File: src/shared/dacwd_pkg.sv
// Constants, register map and types of the two-channel DAC word decoder.
// Assumes a 40 MHz system clock and a 32-bit Avalon-MM register port.

package dacwd_pkg;

   // ==========================================================
   // Geometry
   localparam int NCH      = 2;
   localparam int WORD_W   = 16;
   localparam int SP_W     = 12;
   localparam int MAG_W    = 11;
   localparam int SIGN_BIT = 15;
   localparam int ADDR_W   = 5;
   localparam int DATA_W   = 32;
   localparam int CNT_W    = 24;

   // ==========================================================
   // Register byte offsets
   localparam logic [ADDR_W-1:0] OFF_CH1_WORD = 5'h00;
   localparam logic [ADDR_W-1:0] OFF_CH2_WORD = 5'h04;
   localparam logic [ADDR_W-1:0] OFF_CTRL     = 5'h08;
   localparam logic [ADDR_W-1:0] OFF_STATUS   = 5'h0C;
   localparam logic [ADDR_W-1:0] OFF_SETPT    = 5'h10;

   // ==========================================================
   // Field positions and reset values
   localparam int CTRL_CUR_LSB   = 0;
   localparam int ST_BUSY_LSB    = 0;
   localparam int ST_NEGBLK_LSB  = 2;
   localparam int ST_SIGNERR_LSB = 4;
   localparam int ST_OVERRUN_LSB = 6;
   localparam int SETPT_CH2_LSB  = 16;
   localparam logic [NCH-1:0]    CTRL_RESET = 2'h0;
   localparam logic [WORD_W-1:0] WORD_RESET = 16'h0000;

   // ==========================================================
   // Timing
   localparam int CLK_PERIOD_NS = 25;
   localparam int CONV_TIME_NS  = 500000;
   localparam int SLOW_TIME_NS  = 1000000;
   localparam int CONV_CYC      = CONV_TIME_NS / CLK_PERIOD_NS;
   localparam int SLOW_CYC      = SLOW_TIME_NS / CLK_PERIOD_NS;

   // ==========================================================
   // Types
   typedef enum logic [1:0] {
      BUS_IDLE = 2'b01,
      BUS_ACK  = 2'b10
   } dacwd_bus_t;

endpackage

File: src/hw/dacwd_sync.sv
// Two-stage synchroniser for the negative-block jumper pins.
// Assumes the pins are static levels from outside the clock domain.
`timescale 1ns/1ps

module dacwd_sync (
   clk,
   srst,
   pin_in,
   pin_sync
);
   import dacwd_pkg::*;
   input  wire logic           clk;
   input  wire logic           srst;
   input  wire logic [NCH-1:0] pin_in;
   output      logic [NCH-1:0] pin_sync;

   logic [NCH-1:0] meta_reg;

   // ==========================================================
   // Synchroniser
   always_ff @(posedge clk) begin
      if (srst) begin
         meta_reg <= '0;
         pin_sync <= '0;
      end else begin
         meta_reg <= pin_in;
         pin_sync <= meta_reg;
      end
   end

endmodule

File: src/hw/dacwd_chan.sv
// Decoder of one channel's output word into a 12-bit DAC setpoint.
// Assumes load is a one-cycle pulse issued when a new word is stored.
`timescale 1ns/1ps

module dacwd_chan (
   clk,
   srst,
   load,
   code,
   neg_block,
   current_mode,
   setpoint,
   mode_out,
   load_out
);
   import dacwd_pkg::*;
   input  wire logic              clk;
   input  wire logic              srst;
   input  wire logic              load;
   input  wire logic [WORD_W-1:0] code;
   input  wire logic              neg_block;
   input  wire logic              current_mode;
   output      logic [SP_W-1:0]   setpoint;
   output      logic              mode_out;
   output      logic              load_out;

   // ==========================================================
   // Decode
   wire              sign_w  = code[SIGN_BIT];
   wire [SP_W-1:0]   volt_w  = {sign_w, code[MAG_W-1:0]};
   wire [SP_W-1:0]   curr_w  = {1'b0, code[MAG_W-1:0]};
   wire              zero_w  = sign_w & neg_block;
   wire [SP_W-1:0]   sp_next = current_mode ? curr_w :
                               (zero_w ? '0 : volt_w);

   // ==========================================================
   // Setpoint register, changed only by a load or a reset.
   always_ff @(posedge clk) begin
      if (srst) begin
         setpoint <= '0;
         mode_out <= 1'b0;
         load_out <= 1'b0;
      end else begin
         load_out <= load;
         if (load) begin
            setpoint <= sp_next;
            mode_out <= current_mode;
         end
      end
   end

endmodule

File: src/hw/dacwd_top.sv
// Top of the two-channel DAC word decoder with its Avalon-MM register port.
// Assumes one 40 MHz clock, synchronous reset, and static jumper pins.
//
// Local design decisions: the placing of the registers and the Avalon-MM interface to the registers.
`timescale 1ns/1ps

module dacwd_top #(
   parameter int unsigned CONV_CYCLES = dacwd_pkg::CONV_CYC,
   parameter int unsigned SLOW_CYCLES = dacwd_pkg::SLOW_CYC
) (
   clk,
   srst,
   avs_address,
   avs_read,
   avs_write,
   avs_byteenable,
   avs_writedata,
   avs_readdata,
   avs_waitrequest,
   neg_block_select_ch1,
   neg_block_select_ch2,
   dac_setpoint_ch1,
   dac_setpoint_ch2,
   dac_current_mode,
   dac_load,
   conv_busy
);
   import dacwd_pkg::*;

   input  wire logic                        clk;
   input  wire logic                        srst;
   input  wire logic [dacwd_pkg::ADDR_W-1:0] avs_address;
   input  wire logic                        avs_read;
   input  wire logic                        avs_write;
   input  wire logic [3:0]                  avs_byteenable;
   input  wire logic [dacwd_pkg::DATA_W-1:0] avs_writedata;
   output      logic [dacwd_pkg::DATA_W-1:0] avs_readdata;
   output      logic                        avs_waitrequest;
   input  wire logic                        neg_block_select_ch1;
   input  wire logic                        neg_block_select_ch2;
   output      logic [dacwd_pkg::SP_W-1:0]   dac_setpoint_ch1;
   output      logic [dacwd_pkg::SP_W-1:0]   dac_setpoint_ch2;
   output      logic [dacwd_pkg::NCH-1:0]    dac_current_mode;
   output      logic [dacwd_pkg::NCH-1:0]    dac_load;
   output      logic [dacwd_pkg::NCH-1:0]    conv_busy;

   // ==========================================================
   // Timing counts
   localparam logic [CNT_W-1:0] CONV_LOAD = CNT_W'(CONV_CYCLES);
   localparam logic [CNT_W-1:0] SLOW_LOAD = CNT_W'(SLOW_CYCLES);

   // ==========================================================
   // Declarations
   dacwd_bus_t          bus_reg;
   dacwd_bus_t          bus_next;
   logic                waitreq_reg;
   logic [DATA_W-1:0]   rdata_reg;
   logic [NCH-1:0]      ctrl_reg;
   logic [NCH-1:0]      neg_blk_sync;
   logic [NCH-1:0]      start_reg;
   logic [NCH-1:0]      busy_reg;
   logic [NCH-1:0]      sign_err_reg;
   logic [NCH-1:0]      overrun_reg;
   logic [NCH-1:0][WORD_W-1:0] word_reg;
   logic [NCH-1:0][CNT_W-1:0]  cnt_reg;
   logic [NCH-1:0][SP_W-1:0]   setpt_w;
   logic [NCH-1:0]      mode_w;
   logic [NCH-1:0]      load_w;

   // ==========================================================
   // Jumper synchronisers
   dacwd_sync u_sync (
      .clk      (clk),
      .srst     (srst),
      .pin_in   ({neg_block_select_ch2, neg_block_select_ch1}),
      .pin_sync (neg_blk_sync)
   );

   // ==========================================================
   // Bus decode
   wire         req_w      = avs_read | avs_write;
   wire         take_w     = req_w & (bus_reg == BUS_ACK);
   wire         wr_take_w  = take_w & avs_write;
   wire [ADDR_W-1:0] addr_w = {avs_address[ADDR_W-1:2], 2'b00};
   wire         sel_ch1_w  = (addr_w == OFF_CH1_WORD);
   wire         sel_ch2_w  = (addr_w == OFF_CH2_WORD);
   wire         sel_ctrl_w = (addr_w == OFF_CTRL);
   wire         sel_stat_w = (addr_w == OFF_STATUS);
   wire         sel_setp_w = (addr_w == OFF_SETPT);
   wire [NCH-1:0] sel_ch_w = {sel_ch2_w, sel_ch1_w};
   wire [NCH-1:0] wr_ch_w  = {NCH{wr_take_w}} & sel_ch_w;
   wire         wr_ctrl_w  = wr_take_w & sel_ctrl_w;
   wire         wr_stat_w  = wr_take_w & sel_stat_w;
   wire [NCH-1:0] clr_sign_w =
      {NCH{wr_stat_w & avs_byteenable[0]}} &
      avs_writedata[ST_SIGNERR_LSB +: NCH];
   wire [NCH-1:0] clr_over_w =
      {NCH{wr_stat_w & avs_byteenable[0]}} &
      avs_writedata[ST_OVERRUN_LSB +: NCH];

   // ==========================================================
   // Read data selection
   wire [DATA_W-1:0] status_w = {
      24'h000000,
      overrun_reg,
      sign_err_reg,
      neg_blk_sync,
      busy_reg
   };
   wire [DATA_W-1:0] ctrl_rd_w  = {30'h00000000, ctrl_reg};
   wire [DATA_W-1:0] setpt_rd_w = {
      4'h0, setpt_w[1],
      4'h0, setpt_w[0]
   };
   wire [DATA_W-1:0] rd_mux_w =
      sel_ctrl_w ? ctrl_rd_w  :
      sel_stat_w ? status_w   :
      sel_setp_w ? setpt_rd_w :
      32'h00000000;

   // ==========================================================
   // Bus handshake: one wait cycle, then a one-cycle answer.
   always_comb begin
      case (bus_reg)
         BUS_IDLE: bus_next = req_w ? BUS_ACK : BUS_IDLE;
         BUS_ACK:  bus_next = BUS_IDLE;
         default:  bus_next = BUS_IDLE;
      endcase
   end

   always_ff @(posedge clk) begin
      if (srst) begin
         bus_reg     <= BUS_IDLE;
         waitreq_reg <= 1'b1;
      end else begin
         bus_reg     <= bus_next;
         waitreq_reg <= (bus_next != BUS_ACK);
      end
   end

   always_ff @(posedge clk) begin
      if (srst) begin
         rdata_reg <= 32'h00000000;
      end else if (bus_reg == BUS_IDLE && avs_read) begin
         rdata_reg <= rd_mux_w;
      end
   end

   assign avs_waitrequest = waitreq_reg;
   assign avs_readdata    = rdata_reg;

   // ==========================================================
   // Control register: per-channel current mode select.
   always_ff @(posedge clk) begin
      if (srst) begin
         ctrl_reg <= CTRL_RESET;
      end else if (wr_ctrl_w && avs_byteenable[0]) begin
         ctrl_reg <= avs_writedata[CTRL_CUR_LSB +: NCH];
      end
   end

   // ==========================================================
   // Per-channel word, conversion timer and sticky flags
   genvar ch;
   generate
      for (ch = 0; ch < NCH; ch = ch + 1) begin : g_ch
         wire [WORD_W-1:0] merged_w = {
            avs_byteenable[1] ? avs_writedata[15:8] : word_reg[ch][15:8],
            avs_byteenable[0] ? avs_writedata[7:0]  : word_reg[ch][7:0]
         };
         wire slow_w = ctrl_reg[ch] & merged_w[SIGN_BIT];
         wire [CNT_W-1:0] load_cnt_w = slow_w ? SLOW_LOAD : CONV_LOAD;

         always_ff @(posedge clk) begin
            if (srst) begin
               word_reg[ch]  <= WORD_RESET;
               start_reg[ch] <= 1'b0;
            end else begin
               start_reg[ch] <= wr_ch_w[ch];
               if (wr_ch_w[ch]) begin
                  word_reg[ch] <= merged_w;
               end
            end
         end

         // Busy spans the settle time; slow current words run longer.
         always_ff @(posedge clk) begin
            if (srst) begin
               cnt_reg[ch]  <= '0;
               busy_reg[ch] <= 1'b0;
            end else if (wr_ch_w[ch]) begin
               cnt_reg[ch]  <= load_cnt_w;
               busy_reg[ch] <= 1'b1;
            end else if (cnt_reg[ch] != '0) begin
               cnt_reg[ch]  <= cnt_reg[ch] - CNT_W'(1);
               busy_reg[ch] <= (cnt_reg[ch] != CNT_W'(1));
            end else begin
               busy_reg[ch] <= 1'b0;
            end
         end

         // Sticky flags: a new event wins over a clear in the same cycle.
         always_ff @(posedge clk) begin
            if (srst) begin
               sign_err_reg[ch] <= 1'b0;
               overrun_reg[ch]  <= 1'b0;
            end else begin
               if (wr_ch_w[ch] && slow_w) begin
                  sign_err_reg[ch] <= 1'b1;
               end else if (clr_sign_w[ch]) begin
                  sign_err_reg[ch] <= 1'b0;
               end
               if (wr_ch_w[ch] && busy_reg[ch]) begin
                  overrun_reg[ch] <= 1'b1;
               end else if (clr_over_w[ch]) begin
                  overrun_reg[ch] <= 1'b0;
               end
            end
         end

         dacwd_chan u_chan (
            .clk          (clk),
            .srst         (srst),
            .load         (start_reg[ch]),
            .code         (word_reg[ch]),
            .neg_block    (neg_blk_sync[ch]),
            .current_mode (ctrl_reg[ch]),
            .setpoint     (setpt_w[ch]),
            .mode_out     (mode_w[ch]),
            .load_out     (load_w[ch])
         );
      end
   endgenerate

   // ==========================================================
   // Outputs
   assign dac_setpoint_ch1 = setpt_w[0];
   assign dac_setpoint_ch2 = setpt_w[1];
   assign dac_current_mode = mode_w;
   assign dac_load         = load_w;
   assign conv_busy        = busy_reg;

endmodule

File: config.mk
export PLATFORM = sky130hd
export DESIGN_NAME = dacwd_top
export DESIGN_NICKNAME = d
export VERILOG_FILES = /design/src/shared/dacwd_pkg.sv /design/src/hw/dacwd_sync.sv /design/src/hw/dacwd_chan.sv /design/src/hw/dacwd_top.sv
export SDC_FILE = /design/constraint.sdc
export NUM_CORES = 1
export LEC_CHECK = 0
export ABC_CLOCK_PERIOD_IN_PS = 2600
export BUFFER_PORTS_ARGS = -buffer_cell sky130_fd_sc_hd__buf_2
export CORE_MARGIN = 5
export CORE_UTILIZATION = 25
export CTS_CLUSTER_DIAMETER = 50
export DETAILED_ROUTE_END_ITERATION = 8
export PLACE_DENSITY = 0.46
export REMOVE_ABC_BUFFERS = 1
export SYNTH_ARGS = -nofsm -noshare
export SYNTH_HDL_FRONTEND = slang
export SYNTH_SLANG_ARGS = --single-unit
File: constraint.sdc
create_clock -name clk -period 2.6 [get_ports clk]
set_input_delay 0.26 -clock clk [delete_from_list [all_inputs] [get_ports clk]]
set_output_delay 0.26 -clock clk [all_outputs]
set_load 0.005 [all_outputs]
==> results.tsv, run 1 <==
metric	value	unit
dr.pass1.iters	4	
cp-start-kind	flop	
final_util	31.0	%
dieWidth	164	um
fp.coreArea	23400	sq um
synthCells	696	
grt_pass1_wl	26000	um
async_flop_share	0	%
ys_top_cells_by_count	dfxtp_1 (140), nor2_1 (114), a21oi_1 (66)	
grt_pass1_vias	4818	
leakage	2.97	nW
peakVddDrop	0.000495	V
drive_gt1_share	18.1	%
period_minus_slack	2.33	ns
clockBufferDepth	2	
worstPathArrival	2.69	ns
path_max_fanout	8	
num_io_pins	110	
dp_slack	0.286	ns
n_antenna_cell	0	
die_h	164	um
cts_hold_buf	0	
grt_overflow	0	
post-route-period-util	89.7	%
root_buffer	clkbuf_16	
cts.sinks	140	
synth_top_cell_area_share	47.2	%
syn_area	5940	sq um
max_slew.worst_pin.slew	0.742	ns
fmax	429	MHz
place_hpwl	11400	um
io_buffers	77	
largest_reg_flops	48	
status	completed	
vias	4991	
yosysUniqueCellTypes	56	
drt_iter0_markers	271	
setup_ws	0.268	ns
h-tree-depth	4	
routed_wl	16200	um
p_per_area	1090	nW/um^2
slew_violations	0	
num_rows	56	
post-synth-top-count-cell	dfxtp_1	
crit_type	flop to flop	
ys_seq_area_share	47.2	%
cp.required	2.96	ns
post_cts.repair.setup_buffers	0	
grt_antenna_before_repair	2	
cts_buffers	17	
hold_viol_final	0	
rsz0062_at_grt	no	
grt_start_max_net_pins	103	
cts_tree	done	
synth_seq_cells	140	
synthFlopType	dfxtp_1	
clk_latency	0.42	ns
yosysTopAreaCell	dfxtp_1	
path_clk_slew	0.06	ns
relSlewSlack	50.4	%
n_fill_cell	2565	
dieArea	26900	sq um
worstSetupEndpointType	flop	
synth_edf_count	0	
cts_resized	0	
avgViaCountPerCell	4.55	
hold_path_class	primary input to flop	
start_util	25.4	%
nets	819	
postRouteAntennaNets	0	
syn_to_final_growth	22.3	%
clock_skew	0.0106	ns
yosys-top-cells-area	dfxtp_1 (47%), nor2_1 (7.2%), a21oi_1 (5.6%)	
r2r_slack	0.27	ns
gp_congestion	0.760	
wl_per_cell	14.7	um
synth_warnings	0	
setup_tns	0	ns
grtUsageTotal	12.2	%
maxCapViolations	0	
avgSynthCellArea	8.54	sq um
drc	0	
finalSetupViolations	0	
## kinds of logic (layout without fill, tap and decap cells)
kind of cell               Yosys count  count (layout)  share of synthesized area, %
and+or+nand+nor                    314             314                          26.9
DFF                                140             140                          47.2
AOI/OAI and AO/OA                  128             128                          12.9
buffers and inverters               63             139                          4.89
xor gates and xnor gates            30              30                          4.42
muxes                               14              14                          2.40
adders and majority gates            6               6                          1.26
other                                1               8                        0.0631
## critical path, stage by stage, from the launching register on
cell and delay, ns:
dfxtp_1 0.35, or4_1 0.70, nor3_2 0.49, nand2_1 0.17
or4_1 0.42, a21oi_1 0.14
## power by group
group          switching, W  total (W)  internal [W]
sequential         0.000304    0.00278       0.00248
combinational       0.00163    0.00273       0.00110
clock              0.000987    0.00242       0.00143
total               0.00292    0.00793       0.00501
## metal layers
metal / wire [um] / GRT usage [%] / part of all wire [%]
met3: 608 / 2.96 / 3.8
met5: 25 / 0 / 0.15
met4: 119 / 4.12 / 0.74
met2: 7650 / 19.9 / 47
met1: 7760 / 15.9 / 48
## placed cells by master, fill, tap and decap left out, drive strengths merged, types with 13 or more instances in the layout
master and n:
nor2 115, or3 13, or4 13, a21oi 66
xor2 26, a22oi 18, nand3 26, buf 97
inv 15, nor4 14, nand2 46, dfxtp 140
o21ai 16, nor3 22, clkbuf 18, nor2b 32
## metrics by stage
stage | hold slack [ns] | total power [W] | cell area, sq um | cells
4_1_cts | 0.0470 | 0.00803 | 7260 | 1098
3_3_place_gp | 0.442 | 0.00555 | 6680 | 1066
5_1_grt | 0.0596 | 0.00854 | 7260 | 1098
6_report | 0.0648 | 0.00793 | 7260 | 1098
3_5_place_dp | 0.429 | 0.00555 | 6680 | 1066
2_1_floorplan | 0.329 | 0.00476 | 5710 | 650
## cell type report
type                            instances  area (sq um)  share of cell area, %
Clock buffer                           18           429                   5.91
Inverter                               10          37.5                  0.517
Multi-Input combinational cell        500          2890                   39.7
Sequential cell                       140          2800                   38.6
Tap cell                              319           399                   5.50
Timing Repair Buffer                   97           551                   7.58
Clock inverter                         14           158                   2.17
## final timing paths
path,startpoint,endpoint,cells after the start
worst max register to register,cnt_reg[3],cnt_reg[22],5
worst min register to register,u_sync.meta_reg[1],u_sync.pin_sync[1],1
worst max-delay path,cnt_reg[3],cnt_reg[22],5
worst min-delay path,neg_block_select_ch2,u_sync.meta_reg[1],2
(Power assumes the default switching activity.)
==> run 2: changes to the inputs <==
Settings changed: CORE_MARGIN 5 to unset, CORE_UTILIZATION 25 to 55, PLACE_DENSITY 0.46 to 0.83.
==> run 2 against run 1 <==
Effect of this change: hold slack got worse by 0.054 ns; die area fell by 58%; cell count fell by 17%; sequential power barely moved; clock skew fell by 0.0029 ns; critical path depth did not move; fmax fell by 2.1%; non-clock buffer count fell by 1; largest power group unchanged.
==> results.tsv, run 2 (synthesis gave the netlist of run 1 again) <==
metric	value	unit
cts_tree	done	
worstSetupEndpointType	flop	
period_minus_slack	2.38	ns
worstPathArrival	2.78	ns
vias	5387	
drt-met1-wl	6220	um
postRouteAntennaNets	0	
gp_congestion	0.849	
dp_slack	0.280	ns
cp-start-kind	flop	
path_buf_inv	0	
setup_ws	0.217	ns
clockBufferDepth	2	
cp.required	3.00	ns
num_rows	37	
leakage	2.96	nW
grt_antenna_before_repair	0	
peakVddDrop	0.000550	V
cp_top_family	simple AND/OR/NAND/NOR gates	
largest_reg_flops	48	
start_util	57.0	%
drt_iter0_markers	389	
post_cts.repair.setup_buffers	0	
crit_chain	or4_1 -> or4_4 -> o21ai_0 -> xor2_1 -> nor2_1	
post-route-period-util	91.6	%
total_power	0.00792	W
drive_gt1_share	17.6	%
dieWidth	106	um
fin_cells	914	
wl_met2	7300	um
die_h	106	um
clk_latency	0.53	ns
clock_skew	0.00767	ns
rsz0062_at_grt	no	
cts_buffers	17	
grt_overflow	0	
hold_viol_final	0	
critPathMaxStageDelay	0.70	ns
routed_wl	14800	um
fmax	420	MHz
io_buffers	77	
wl_per_cell	16.2	um
cts.sinks	140	
h-tree-depth	4	
path_max_fanout	8	
drc	0	
slew_violations	0	
syn_to_final_growth	18.3	%
n_antenna_cell	0	
n_fill_cell	751	
cp_num_cells	5	
dp.cells	878	
grtUsageTotal	26.8	%
status	completed	
avgViaCountPerCell	5.89	
crit_type	flop to flop	
grt_pass1_vias	5060	
path_clk_slew	0.06	ns
final_common_cell	dfxtp_1	
setup_tns	0	ns
finalSetupViolations	0	
dr.pass1.iters	5	
hold_path_class	primary input to flop	
max_slew.worst_pin.slew	0.777	ns
place_hpwl	9650	um
p_per_area	1130	nW/um^2
dr_wl_met3	901	um
nets	818	
top_layer_used	met4	
cpMaxStageDelayCell	or4_1	
root_buffer	clkbuf_8	
num_io_pins	110	
dieArea	11200	sq um
maxCapViolations	0	
layout_common_cells	dfxtp_1 (140), nor2_1 (114), buf_2 (77)	
whs	0.0108	ns
grt_start_max_net_pins	64	
relSlewSlack	47.7	%
ff2ff_path_depth	5	
grt_pass1_wl	24000	um
holdPathStages	3	
fp.coreArea	10400	sq um
[run 2: cell type report]
cell class	count	area (sq um)	share of cell area, %
multi-input combinational	500	2890	41.1
sequential	140	2800	39.9
timing repair buffer	96	538	7.65
clock buffer	20	455	6.48
tap	136	170	2.42
clock inverter	12	139	1.98
inverter	10	37.5	0.534
[run 2: worst paths after layout]
path / from / to / slack [ns]
max: cnt_reg[3] / cnt_reg[4] / 0.22
min: avs_writedata[3] / word_reg[3] / 0.01
max reg2reg: cnt_reg[3] / cnt_reg[4] / 0.22
min reg2reg: u_sync.meta_reg[1] / u_sync.pin_sync[1] / 0.44
[run 2: metal layers]
layer	track usage, %	vias to the layer above
li1	-	2544
met3	5.58	43
met1	32.3	2561
met2	46.2	239
met5	0	-
met4	11.5	0
[run 2: per-stage QoR]
stage | cell area (sq um) | util (%)
3_3_place_gp | 6390 | 61.4
2_1_floorplan | 5710 | -
3_5_place_dp | 6390 | 61.4
6_report | 7030 | 67.5
5_1_grt | 7030 | 67.5
4_1_cts | 7030 | 67.5
[run 2: what timing repair did]
action	in CTS	in global routing
resized for setup	0	0
hold buffers	4	0
hold endpoints to repair	4	0
[run 2: worst min-delay path: cells and delay by family]
family	cells	cell delay (ns)
AO/OA/AOI/OAI	1	0.05
buffers and inverters	1	0.12
AND/OR/NAND/NOR	1	0.06
[run 2: power breakdown]
| part | internal, W | switching (W) |
|---|---|---|
| logic | 0.00105 | 0.00167 |
| clock network | 0.00145 | 0.000954 |
| registers | 0.00248 | 0.000319 |
